File: src/hbu_pkg.sv
/*
  hbu_pkg: register offsets, field positions, reset values and mode codes
  of the hardware breakpoint unit.
  assumes: an 8-bit register port with byte offsets as printed.
*/
package hbu_pkg;

  // register offsets (8-bit register port, byte addresses)
  localparam logic [7:0] HBU_ADDR_CTL0 = 8'h20;
  localparam logic [7:0] HBU_ADDR_CTL1 = 8'h21;
  localparam logic [7:0] HBU_ADDR_AH = 8'h22;
  localparam logic [7:0] HBU_ADDR_AL = 8'h23;
  localparam logic [7:0] HBU_ADDR_DH = 8'h24;
  localparam logic [7:0] HBU_ADDR_DL = 8'h25;

  // control 0 fields
  localparam int HBU_C0_MODE_HI = 7;
  localparam int HBU_C0_MODE_LO = 6;
  localparam int HBU_C0_PROG = 5;
  localparam int HBU_C0_RANGE1 = 3;
  localparam int HBU_C0_RANGE0 = 2;
  localparam logic [7:0] HBU_C0_MASK = 8'hEC;

  // control 1 fields
  localparam int HBU_C1_DBE = 6;
  localparam int HBU_C1_MBH = 5;
  localparam int HBU_C1_MBL = 4;
  localparam int HBU_C1_RWE1 = 3;
  localparam int HBU_C1_RW1 = 2;
  localparam int HBU_C1_RWE0 = 1;
  localparam int HBU_C1_RW0 = 0;
  localparam logic [7:0] HBU_C1_MASK = 8'h7F;

  localparam logic [7:0] HBU_RESET_VAL = 8'h00;

  typedef enum logic [1:0] {
    HBU_MODE_OFF = 2'b00,
    HBU_MODE_SWI_DUAL = 2'b01,
    HBU_MODE_BDM_FULL = 2'b10,
    HBU_MODE_BDM_DUAL = 2'b11
  } hbu_mode_t;

endpackage

File: src/hbu_byte_cmp.sv
/*
  hbu_byte_cmp: one byte comparator with a don't-care enable.
  assumes: purely combinational use inside the breakpoint unit.
*/
`timescale 1ns/10ps
module hbu_byte_cmp
  import hbu_pkg::*;
(
  input wire logic [7:0] ref_i,
  input wire logic [7:0] bus_i,
  input wire logic use_i,
  output logic hit_o
);

  // an unused byte always matches, which gives range compare
  assign hit_o = !use_i || (ref_i == bus_i);

endmodule

File: src/hbu_rw_qual.sv
/*
  hbu_rw_qual: read/write cycle qualifier for one breakpoint.
  assumes: rw_i high on read cycles, low on write cycles.
*/
`timescale 1ns/10ps
module hbu_rw_qual
  import hbu_pkg::*;
(
  input wire logic enable_i,
  input wire logic value_i,
  input wire logic rw_i,
  output logic ok_o
);

  // value clear selects writes, set selects reads
  assign ok_o = !enable_i || (rw_i == value_i);

endmodule

File: src/hbu_top.sv
/*
  hbu_top: hardware breakpoint unit. holds the control and compare
  registers, watches the cpu address, data and read/write lines and
  raises one software interrupt or debug entry request on a match.
  assumes: cpu bus signals and debug controller signals are on clk_i;
  the cpu handles tagging for program-only breaks.
*/
// The address-and-strobe port was decided locally.
// Functional notes
// RULE1: two-bit mode field picks off, swi dual, bdm full, bdm dual.
// RULE2: no breakpoint while background debug is active.
// RULE3: only swi dual mode requests a software interrupt; program only.
// RULE4: swi dual mode ignores all read/write compare bits.
// RULE5: in dual modes data enable bit enables the second breakpoint.
// RULE6: compare size select has no effect in dual modes.
// RULE7: bdm modes break only while debug enable from controller is set.
// RULE8: bdm dual breakpoints use program-only, range and rw bits.
// RULE9: program-only clear breaks at boundary; set tags executed opcodes.
// RULE10: program-only bit has no meaning in swi dual mode.
// RULE11: breakpoint 0 range: clear compares high byte, set full address.
// RULE12: breakpoint 1 range in dual modes adds low data compare byte.
// RULE13: data enable clear keeps data compare registers out of matches.
// RULE14: full mode high mask set drops data bits 15:8 from match.
// RULE15: full mode low mask set drops data bits 7:0 from match.
// RULE16: breakpoint 1 rw enable qualifies only dual second breakpoint.
// RULE17: breakpoint 1 rw value clear matches writes, set matches reads.
// RULE18: breakpoint 0 rw enable adds read/write to its match.
// RULE19: control 0 holds mode, program-only, range bits; rest read zero.
// RULE20: control 1 bit 7 reads zero; bits 6..0 are compare controls.
// RULE21: software arms bdm breakpoints only with debug enable set.
// RULE22: breakpoint 0 rw value clear matches writes, set reads.
// RULE23: high address register vs address high byte, low vs low byte.
// RULE24: a qualified match drives one swi or debug entry request.
`timescale 1ns/10ps
module hbu_top
  import hbu_pkg::*;
(
  input wire logic clk_i,
  input wire logic reset_n_i,
  input wire logic [7:0] reg_addr_i,
  input wire logic [7:0] reg_wdata_i,
  input wire logic reg_write_i,
  input wire logic reg_read_i,
  output logic [7:0] reg_rdata_o,
  input wire logic [15:0] cpu_addr_i,
  input wire logic [15:0] cpu_data_i,
  input wire logic cpu_rw_i,
  input wire logic cpu_valid_i,
  input wire logic cpu_fetch_i,
  input wire logic bdm_active_i,
  input wire logic bdm_enable_i,
  output logic swi_req_o,
  output logic bdm_req_o,
  output logic tag_o
);

  logic [7:0] ctl0;
  logic [7:0] ctl1;
  logic [7:0] addr_hi;
  logic [7:0] addr_lo;
  logic [7:0] data_hi;
  logic [7:0] data_lo;
  logic [7:0] next_rdata;

  function automatic logic sel(input logic [7:0] a, input logic [7:0] o);
    sel = (a == o);
  endfunction

  // register writes
  wire wr_c0 = reg_write_i && sel(reg_addr_i, HBU_ADDR_CTL0);
  wire wr_c1 = reg_write_i && sel(reg_addr_i, HBU_ADDR_CTL1);
  wire wr_ah = reg_write_i && sel(reg_addr_i, HBU_ADDR_AH);
  wire wr_al = reg_write_i && sel(reg_addr_i, HBU_ADDR_AL);
  wire wr_dh = reg_write_i && sel(reg_addr_i, HBU_ADDR_DH);
  wire wr_dl = reg_write_i && sel(reg_addr_i, HBU_ADDR_DL);

  // control fields
  hbu_mode_t mode;
  assign mode = hbu_mode_t'({ctl0[HBU_C0_MODE_HI], ctl0[HBU_C0_MODE_LO]});
  wire prog_only = ctl0[HBU_C0_PROG];
  wire range1 = ctl0[HBU_C0_RANGE1];
  wire range0 = ctl0[HBU_C0_RANGE0];
  wire data_en = ctl1[HBU_C1_DBE];
  wire mask_hi = ctl1[HBU_C1_MBH];
  wire mask_lo = ctl1[HBU_C1_MBL];
  wire rwe1 = ctl1[HBU_C1_RWE1];
  wire rw1 = ctl1[HBU_C1_RW1];
  wire rwe0 = ctl1[HBU_C1_RWE0];
  wire rw0 = ctl1[HBU_C1_RW0];

  // RULE19 control 0 storage
  // RULE20 control 1 storage
  always_ff @(posedge clk_i or negedge reset_n_i) begin
    if (!reset_n_i) begin
      ctl0 <= HBU_RESET_VAL;
      ctl1 <= HBU_RESET_VAL;
      addr_hi <= HBU_RESET_VAL;
      addr_lo <= HBU_RESET_VAL;
      data_hi <= HBU_RESET_VAL;
      data_lo <= HBU_RESET_VAL;
    end else begin
      if (wr_c0) ctl0 <= reg_wdata_i & HBU_C0_MASK;
      if (wr_c1) ctl1 <= reg_wdata_i & HBU_C1_MASK;
      if (wr_ah) addr_hi <= reg_wdata_i;
      if (wr_al) addr_lo <= reg_wdata_i;
      if (wr_dh) data_hi <= reg_wdata_i;
      if (wr_dl) data_lo <= reg_wdata_i;
    end
  end

  // read mux; unmapped offsets read zero
  always_comb begin
    next_rdata = HBU_RESET_VAL;
    case (reg_addr_i)
      HBU_ADDR_CTL0: next_rdata = ctl0;
      HBU_ADDR_CTL1: next_rdata = ctl1;
      HBU_ADDR_AH: next_rdata = addr_hi;
      HBU_ADDR_AL: next_rdata = addr_lo;
      HBU_ADDR_DH: next_rdata = data_hi;
      HBU_ADDR_DL: next_rdata = data_lo;
      default: next_rdata = HBU_RESET_VAL;
    endcase
  end

  always_ff @(posedge clk_i or negedge reset_n_i) begin
    if (!reset_n_i) begin
      reg_rdata_o <= HBU_RESET_VAL;
    end else if (reg_read_i) begin
      reg_rdata_o <= next_rdata;
    end
  end

  // RULE1 mode decode
  wire is_swi = (mode == HBU_MODE_SWI_DUAL);
  wire is_full = (mode == HBU_MODE_BDM_FULL);
  wire is_dual_bdm = (mode == HBU_MODE_BDM_DUAL);
  // RULE6 size select is not even an input: dual matching ignores it
  wire is_dual = is_swi || is_dual_bdm;

  // RULE23 breakpoint 0 address bytes
  // RULE11 low byte only with range 0 set
  logic bp0_hi;
  logic bp0_lo;
  hbu_byte_cmp u_bp0_hi (
    .ref_i(addr_hi),
    .bus_i(cpu_addr_i[15:8]),
    .use_i(1'b1),
    .hit_o(bp0_hi)
  );
  hbu_byte_cmp u_bp0_lo (
    .ref_i(addr_lo),
    .bus_i(cpu_addr_i[7:0]),
    .use_i(range0),
    .hit_o(bp0_lo)
  );

  // data compare registers face the address bus in dual modes
  // and the data bus in full mode
  wire [15:0] cmp_bus = is_dual ? cpu_addr_i : cpu_data_i;
  // RULE12 second range bit adds low byte in dual modes
  // RULE14 high mask in full mode
  // RULE15 low mask in full mode
  wire use_dhi = is_dual || !mask_hi;
  wire use_dlo = is_dual ? range1 : !mask_lo;
  logic d_hi;
  logic d_lo;
  hbu_byte_cmp u_d_hi (
    .ref_i(data_hi),
    .bus_i(cmp_bus[15:8]),
    .use_i(use_dhi),
    .hit_o(d_hi)
  );
  hbu_byte_cmp u_d_lo (
    .ref_i(data_lo),
    .bus_i(cmp_bus[7:0]),
    .use_i(use_dlo),
    .hit_o(d_lo)
  );

  // RULE22 breakpoint 0 cycle type
  // RULE18 rw line added to breakpoint 0
  // RULE4 swi mode drops rw qualification
  logic rw0_ok;
  hbu_rw_qual u_rw0 (
    .enable_i(rwe0 && !is_swi && !prog_only),
    .value_i(rw0),
    .rw_i(cpu_rw_i),
    .ok_o(rw0_ok)
  );
  // RULE16 breakpoint 1 rw only for dual second breakpoint
  // RULE17 breakpoint 1 cycle type
  logic rw1_ok;
  hbu_rw_qual u_rw1 (
    .enable_i(rwe1 && is_dual_bdm && !prog_only),
    .value_i(rw1),
    .rw_i(cpu_rw_i),
    .ok_o(rw1_ok)
  );

  // RULE13 data registers used only with data enable
  // RULE5 data enable gates the second address breakpoint
  wire bp1_hit = is_dual && data_en && d_hi && d_lo && rw1_ok;
  wire full_data_ok = !data_en || (d_hi && d_lo);
  wire bp0_hit = bp0_hi && bp0_lo && rw0_ok && (is_dual || full_data_ok);

  // RULE8 bdm dual qualification
  // RULE3 swi mode is program fetch only
  // RULE10 program bit moot in swi mode
  // RULE9 program-only restricts to fetches, tagged
  wire prog_path = is_swi || prog_only;
  wire cycle_ok = cpu_valid_i && (!prog_path || cpu_fetch_i);
  wire any_hit = (bp0_hit || bp1_hit) && cycle_ok;

  // RULE2 suppressed during active debug
  // RULE7 bdm modes need debug enable
  // RULE21 no hardware interlock beyond this enable term
  wire swi_hit = any_hit && is_swi && !bdm_active_i;
  wire bdm_hit = any_hit && (is_full || is_dual_bdm) && !bdm_active_i
                 && bdm_enable_i;

  // RULE24 one registered request per qualified match
  always_ff @(posedge clk_i or negedge reset_n_i) begin
    if (!reset_n_i) begin
      swi_req_o <= 1'b0;
      bdm_req_o <= 1'b0;
      tag_o <= 1'b0;
    end else begin
      swi_req_o <= swi_hit;
      bdm_req_o <= bdm_hit;
      tag_o <= (swi_hit || bdm_hit) && prog_path;
    end
  end

endmodule

File: config.mk
export PLATFORM = sky130hd
export DESIGN_NAME = hbu_top
export DESIGN_NICKNAME = d
export VERILOG_FILES = /design/src/hbu_pkg.sv /design/src/hbu_byte_cmp.sv /design/src/hbu_rw_qual.sv /design/src/hbu_top.sv
export SDC_FILE = /design/constraint.sdc
export NUM_CORES = 1
export LEC_CHECK = 0
export BUFFER_PORTS_ARGS = -buffer_cell sky130_fd_sc_hd__buf_2
export CORE_MARGIN = 5
export CORE_UTILIZATION = 59
export CTS_CLUSTER_DIAMETER = 100
export DETAILED_ROUTE_END_ITERATION = 6
export PLACE_DENSITY = 0.94
export SLEW_MARGIN = 30
export SYNTH_ARGS = -nofsm -noshare
export SYNTH_HDL_FRONTEND = slang
export SYNTH_SLANG_ARGS = --single-unit
export TNS_END_PERCENT = 5
File: constraint.sdc
create_clock -name clk_i -period 3.6 [get_ports clk_i]
set_clock_uncertainty 0.15 [all_clocks]
set_input_delay 0.72 -clock clk_i [delete_from_list [all_inputs] [get_ports clk_i]]
set_output_delay 0.72 -clock clk_i [all_outputs]
set_load 0.01 [all_outputs]
==> impl_metrics.ini, run 1 <==
[global_route]
antenna_found_initial = 0
grt_max_degree = 29
grt_pass1_vias = 2377
grt-ovfl-total = 0
track_usage = 0.253
grt_pass1_wl_um = 12500

[clock_tree]
ctsLongestPathBuffers = 2
cts_tree = done
post_cts_buffers = 0
path_clk_slew_ns = 0.09
numCtsBuffers = 5
hold_buffers = 0
cts_sinks = 55
clk_latency_ns = 0.31
cts_resized = 0
h-tree-depth = 2
root_buffer = clkbuf_8

[die]
core_um2 = 5110
initial_core_util = 0.604
die_height_um = 82.3
core.rowCount = 26
pin_count = 68
die_w_um = 82.3
design.die.area_um2 = 6780

[placement]
dp_cells = 379
port_buffers = 67
routabilityCongestion = 0.969
dp_hpwl_um = 6170

[drt]
drc = 0
viasPerCell = 5.96
drt_iter0_drc = 242
via_count = 2306
dr.pass1.iters = 4
ant_nets = 0
totalWireLength_um = 7890
wire_per_inst_um = 20.4

[sta]
fmax_mhz = 374
hold_viol_final = 0
slew_headroom = 0.573
fin_crit_ns = 2.68
setup_viol = 0
fin_crit_sh = 0.744
slew_viol_final = 0
worst_pin_slew_ns = 0.641
rsz0062_at_grt = false
setup-tns-final_ns = 0

[synth]
avgSynthCellArea_um2 = 12.4
synthArstFlopShare = 1.00
synth_fp_nets = 306
yosys_warnings = 0
ys_ff_latch = 55
syn_inst = 249
synth_top_flop_cell = dfrtp_1
synth_edf_count = 0
yosysSeqAreaShare = 0.446
synth_cell_types = 42
syn_area_um2 = 3090

[worst_setup_path]
startpoint_type = flip-flop
regToRegEndpoint = bdm_req_o$_DFF_PN0_
arrival_ns = 2.78
reg2regPathDepth = 7
worst-path-buf-inv = 1
path_cells = buf_4, mux2i_1, xnor2_1, nor4_1, a21oi_1, o21ai_0, and4_1
worstSetupEndpointType = flip-flop
path_depth = 7
cp_slowest_cell = dfrtp_1
slowest_delay_ns = 0.64
r2r_slack_ns = 0.92
cp_data_required_time_ns = 3.70
cp_max_fo = 10
crit_type = reg2reg
r2r-start = ctl0[6]$_DFFE_PN0P_
path_delay_family = flip-flops

[layout]
n_antenna_cell = 0
area_growth_pct = 15.9
final_util = 0.700
drive_gt1_frac = 0.435
fin_nets = 373
multi_input_area_um2 = 1610
nFillCells = 377
regArea_um2 = 1380
final_cell_count_no_fill = 387

[power]
pwr_density_cell_nw_per_um2 = 339
comb_power_share = 0.142
seqPwrFrac = 0.551
p_switching_uw = 308
p_leak_nw = 1.65
swShare = 0.254
vdd_ir_drop_max_v = 0.000226
power_frac_clock = 0.306
internal-power_uw = 905

[run]
cap_violations = 0

[run_status]
status = finished clean

[min_path]
hold_class = in2async
-- per-layer routing --
layer / global-route usage / vias to the layer above / routed length [um]
met5: 0 / - / 0
met4: 0.0930 / 0 / 214
met3: 0.0488 / 18 / 757
met2: 0.416 / 122 / 3850
met1: 0.331 / 1118 / 3070
li1: - / 1048 / -
-- cell type report --
type,instances,share of cell area
clock buffers,8,0.0280
inverters,10,0.0105
multi-input cells,173,0.450
flip-flops and latches,55,0.385
well taps,70,0.0245
repair buffers,71,0.102
-- worst reg2reg max path: stages (launching register included) --
cell and delay [ns]:
dfrtp_1 0.64, buf_4 0.29, mux2i_1 0.35, xnor2_1 0.10, nor4_1 0.39, a21oi_1 0.12, o21ai_0 0.32, and4_1 0.24
-- worst max path at each step --
stage	from	to	slack, ns
after detailed placement	reg_addr_i[4]	ctl1[3]$_DFFE_PN0P_	0.72
final	ctl0[6]$_DFFE_PN0P_	bdm_req_o$_DFF_PN0_	0.92
after global routing	ctl0[6]$_DFFE_PN0P_	bdm_req_o$_DFF_PN0_	0.73
after floorplan	reg_addr_i[4]	ctl0[2]$_DFFE_PN0P_	1.11
after CTS	ctl0[6]$_DFFE_PN0P_	bdm_req_o$_DFF_PN0_	0.93
after global placement	reg_addr_i[4]	addr_hi[7]$_DFFE_PN0P_	0.82
-- cell families after synthesis --
logic type | synth area share
flip-flops | 0.446
XOR/XNOR | 0.0965
multiplexers | 0.263
buffers and inverters | 0.0324
AND/OR/NAND/NOR | 0.0928
AO/OA/AOI/OAI | 0.0689
-- metrics by stage --
step | power (mW) | area (um2) | setup WS, ns | hold WS [ns]
6_report | 1.21 | 3580 | 0.923 | 0.269
5_1_grt | 1.26 | 3580 | 0.734 | 0.330
4_1_cts | 1.21 | 3580 | 0.931 | 0.282
3_5_place_dp | 0.853 | 3480 | 0.723 | 0.368
3_3_place_gp | 0.847 | 3480 | 0.824 | 0.361
2_1_floorplan | 0.770 | 3090 | 1.11 | 0.274
-- state kept, by name, summed over array words and instances (netlist names) --
| signal | cells |
|---|---|
| data_lo | 8 |
| data_hi | 8 |
| ctl0 | 5 |
| tag_o | 1 |
| swi_req_o | 1 |
| ctl1 | 7 |
| bdm_req_o | 1 |
| addr_hi | 8 |
| reg_rdata_o | 8 |
| addr_lo | 8 |
-- placed cells by master, fill, tap and decap left out, drive strengths merged, types with 8 or more instances in the layout --
cell / instances
mux2: 45
dfrtp: 55
xnor2: 33
buf: 71
a221oi: 8
o22ai: 8
clkbuf: 8
inv: 10
mux2i: 19
-- power by group through the flow --
stage,logic [mW],clock network (mW),registers (mW)
3_3_place_gp,0.168,0,0.679
3_5_place_dp,0.172,0,0.681
6_report,0.173,0.372,0.669
4_1_cts,0.173,0.372,0.668
2_1_floorplan,0.101,0,0.669
5_1_grt,0.189,0.399,0.672
-- cells in the mapped netlist, types with 3 or more instances --
cell | number | area share
mux2i_1 | 19 | 0.062
o2bb2ai_1 | 3 | 0.0085
inv_1 | 10 | 0.012
mux2_2 | 38 | 0.14
nand2_1 | 5 | 0.0061
nand4_1 | 4 | 0.0081
nand3_1 | 3 | 0.0049
mux4_2 | 4 | 0.029
dfrtp_1 | 55 | 0.45
o22ai_1 | 8 | 0.016
a221oi_1 | 8 | 0.023
and3_2 | 4 | 0.0097
buf_2 | 5 | 0.0081
a21oi_1 | 3 | 0.0049
nor4_1 | 4 | 0.0081
mux2_4 | 7 | 0.034
xnor2_1 | 33 | 0.094
nor2_1 | 6 | 0.0073
Note: power is estimated with default switching activity, not from simulation.
==> inputs of run 2 (changes only) <==
--- a/config.mk
+++ b/config.mk
@@ -5,12 +5,13 @@
 export SDC_FILE = /design/constraint.sdc
 export NUM_CORES = 1
 export LEC_CHECK = 0
+export ABC_AREA = 1
 export BUFFER_PORTS_ARGS = -buffer_cell sky130_fd_sc_hd__buf_2
 export CORE_MARGIN = 5
-export CORE_UTILIZATION = 59
+export CORE_UTILIZATION = 50
 export CTS_CLUSTER_DIAMETER = 100
 export DETAILED_ROUTE_END_ITERATION = 6
-export PLACE_DENSITY = 0.94
+export PLACE_DENSITY = 0.85
 export SLEW_MARGIN = 30
 export SYNTH_ARGS = -nofsm -noshare
 export SYNTH_HDL_FRONTEND = slang
==> constraint.sdc (replaced) <==
create_clock -name clk_i -period 2.4 [get_ports clk_i]
set_clock_uncertainty 0.15 [all_clocks]
set_input_delay 0.48 -clock clk_i [delete_from_list [all_inputs] [get_ports clk_i]]
set_output_delay 0.48 -clock clk_i [all_outputs]
set_load 0.01 [all_outputs]
==> run 2 against run 1 <==
Critical path depth increased by 6. Register-to-register slack got worse by 0.43 ns. Highest routed layer unchanged. Sequential power rose by 49%.
==> impl_metrics.ini, run 2 <==
[die]
die_w_um = 90.2
core_um2 = 6310
design.die.area_um2 = 8140
pin_count = 68
initial_core_util = 0.510
core.rowCount = 29
die_height_um = 90.2

[synth]
synthMostInstantiatedCell = nand2_1
ys_ff_latch = 55
yosysSeqAreaShare = 0.428
synthArstFlopShare = 1.00
synth_top_area_share = 0.428
synth_top_flop_cell = dfrtp_1
synth_top_cell_by_area = dfrtp_1
yosys-top-cells-area = dfrtp_1 43%, nand2_1 26%, o21ai_0 8.9%, inv_1 5.4%, nand3_1 3.1%
syn_area_um2 = 3220
synth_edf_count = 0
avgSynthCellArea_um2 = 6.80
synth_fp_nets = 530
synth_cell_types = 23
yosys-top-cells-count = 226 x nand2_1, 57 x o21ai_0, 55 x dfrtp_1
yosys_warnings = 0
syn_inst = 473

[worst_setup_path]
regToRegEndpoint = tag_o$_DFF_PN0_
crit_type = reg2reg
endpoint = tag_o$_DFF_PN0_
cp_max_fo = 18
worstSetupEndpointType = flip-flop
arrival_ns = 2.00
crit_start = ctl0[6]$_DFFE_PN0P_
reg2regPathDepth = 13
r2r_slack_ns = 0.50
startpoint_type = flip-flop
r2r-start = ctl0[6]$_DFFE_PN0P_
cp_data_required_time_ns = 2.49

[sta]
rsz0062_at_grt = false
setup_viol = 0
fmax_mhz = 525
slew_viol_final = 0
fin_crit_sh = 0.794
hold_slack_ns = 0.00697
fin_crit_ns = 1.90
worst_pin_slew_ns = 0.587
slew_headroom = 0.609
fin_ws_ns = 0.495
setup-tns-final_ns = 0
hold_viol_final = 0

[placement]
dpl_cell_area_um2 = 3600
pre_cts_ws_ns = 0.248
port_buffers = 67
dp_hpwl_um = 7240
dp_cells = 610
routabilityCongestion = 0.931

[power]
p_switching_uw = 496
p_leak_nw = 1.96
comb_power_share = 0.147
swShare = 0.281
power_frac_clock = 0.288
pwr_density_cell_nw_per_um2 = 478
p_total_mw = 1.76
seqPwrFrac = 0.565
vdd_ir_drop_max_v = 0.000369
internal-power_mw = 1.27

[clock_tree]
ctsLongestPathBuffers = 2
numCtsBuffers = 5
cts_resized = 0
path_clk_slew_ns = 0.10
hold_buffers = 0
h-tree-depth = 2
cts_sinks = 55
post_cts_buffers = 0
root_buffer = clkbuf_8
cts_tree = done
clk_latency_ns = 0.31

[drt]
via_count = 3303
drc = 0
drt_iter0_drc = 188
totalWireLength_um = 9220
viasPerCell = 5.34
wire_per_inst_um = 14.9
dr.pass1.iters = 5
ant_nets = 0

[layout]
final_cell_count_no_fill = 618
n_antenna_cell = 0
drive_gt1_frac = 0.146
stdcell_area_um2 = 3690
final_util = 0.584
final_cell_mix = 226 x nand2_1, 67 x buf_2, 57 x o21ai_0
fin_nets = 597
layout_commonest_cell = nand2_1
area_growth_pct = 14.7

[min_path]
hold_class = in2async

[run]
cap_violations = 0

[global_route]
grt-ovfl-total = 0
antenna_found_initial = 0
grt_pass1_vias = 3115
grt_max_degree = 32
track_usage = 0.226
grt_pass1_wl_um = 14900

[run_status]
status = finished clean
==> run 2: changes by cell type after synthesis, moves of 7 or more <==
cell / delta
nor2_1: +16
nand3_1: +17
mux2_2: -38
mux2_4: -7
nand2_1: +221
inv_1: +36
xnor2_1: -22
a221oi_1: -8
mux2i_1: -19
o21ai_0: +55
==> run 2: area by class of cell <==
| type | count | area [um2] |
|---|---|---|
| Multi-Input combinational cell | 362 | 1590 |
| Inverter | 47 | 176 |
| Sequential cell | 55 | 1380 |
| Tap cell | 77 | 96.3 |
| Fill cell | 628 | 2630 |
| Clock buffer | 6 | 72.6 |
| Clock inverter | 2 | 12.5 |
| Timing Repair Buffer | 69 | 363 |
==> run 2: worst max-delay path: stages (launching register included) <==
cell      delay [ns]
dfrtp_1         0.40
inv_2           0.27
nand2_1         0.12
nand2_1         0.08
nand2_1         0.05
nand2_1         0.06
nand3_1         0.09
nor2_1          0.12
nand2_1         0.09
nand2_1         0.08
nand2_1         0.05
nand2_1         0.08
o211ai_1        0.09
nor2_1          0.11
==> run 2: per-layer routing <==
layer	vias up	global-route usage	wire (um)
met5	-	0	0
met4	0	0.0720	207
met3	23	0.0401	669
met2	139	0.380	4520
met1	1529	0.296	3820
li1	1612	-	-
==> run 2: worst min path at each step <==
stage,start,endpoint,slack [ns],cells after the start
floorplan,reset_n_i,addr_hi[0]$_DFFE_PN0P_,0.03,0
global placement,reg_rdata_o[5]$_DFFE_PN0P_,reg_rdata_o[5]$_DFFE_PN0P_,0.31,2
detailed placement,reg_rdata_o[6]$_DFFE_PN0P_,reg_rdata_o[6]$_DFFE_PN0P_,0.31,2
CTS,reset_n_i,addr_lo[0]$_DFFE_PN0P_,0.01,1
global route,reset_n_i,addr_lo[2]$_DFFE_PN0P_,0.05,1
finish,reset_n_i,addr_lo[0]$_DFFE_PN0P_,0.007,1
==> run 2: logic make-up (layout without fill, tap and decap cells) <==
group	after synthesis	count (layout)	share of synthesized area
AND/OR/NAND/NOR	287	287	0.362
AO/OA/AOI/OAI	63	63	0.100
buffers and inverters	56	124	0.0774
flip-flops	55	55	0.428
XOR/XNOR	12	12	0.0327
==> run 2: power groups by stage <==
| stage | Sequential [mW] | Combinational, mW | Clock [mW] |
|---|---|---|---|
| 4_1_cts | 0.995 | 0.259 | 0.507 |
| 5_1_grt | 1.00 | 0.297 | 0.539 |
| 3_3_place_gp | 1.01 | 0.248 | 0 |
| 6_report | 0.997 | 0.259 | 0.507 |
| 2_1_floorplan | 1.00 | 0.140 | 0 |
| 3_5_place_dp | 1.01 | 0.258 | 0 |
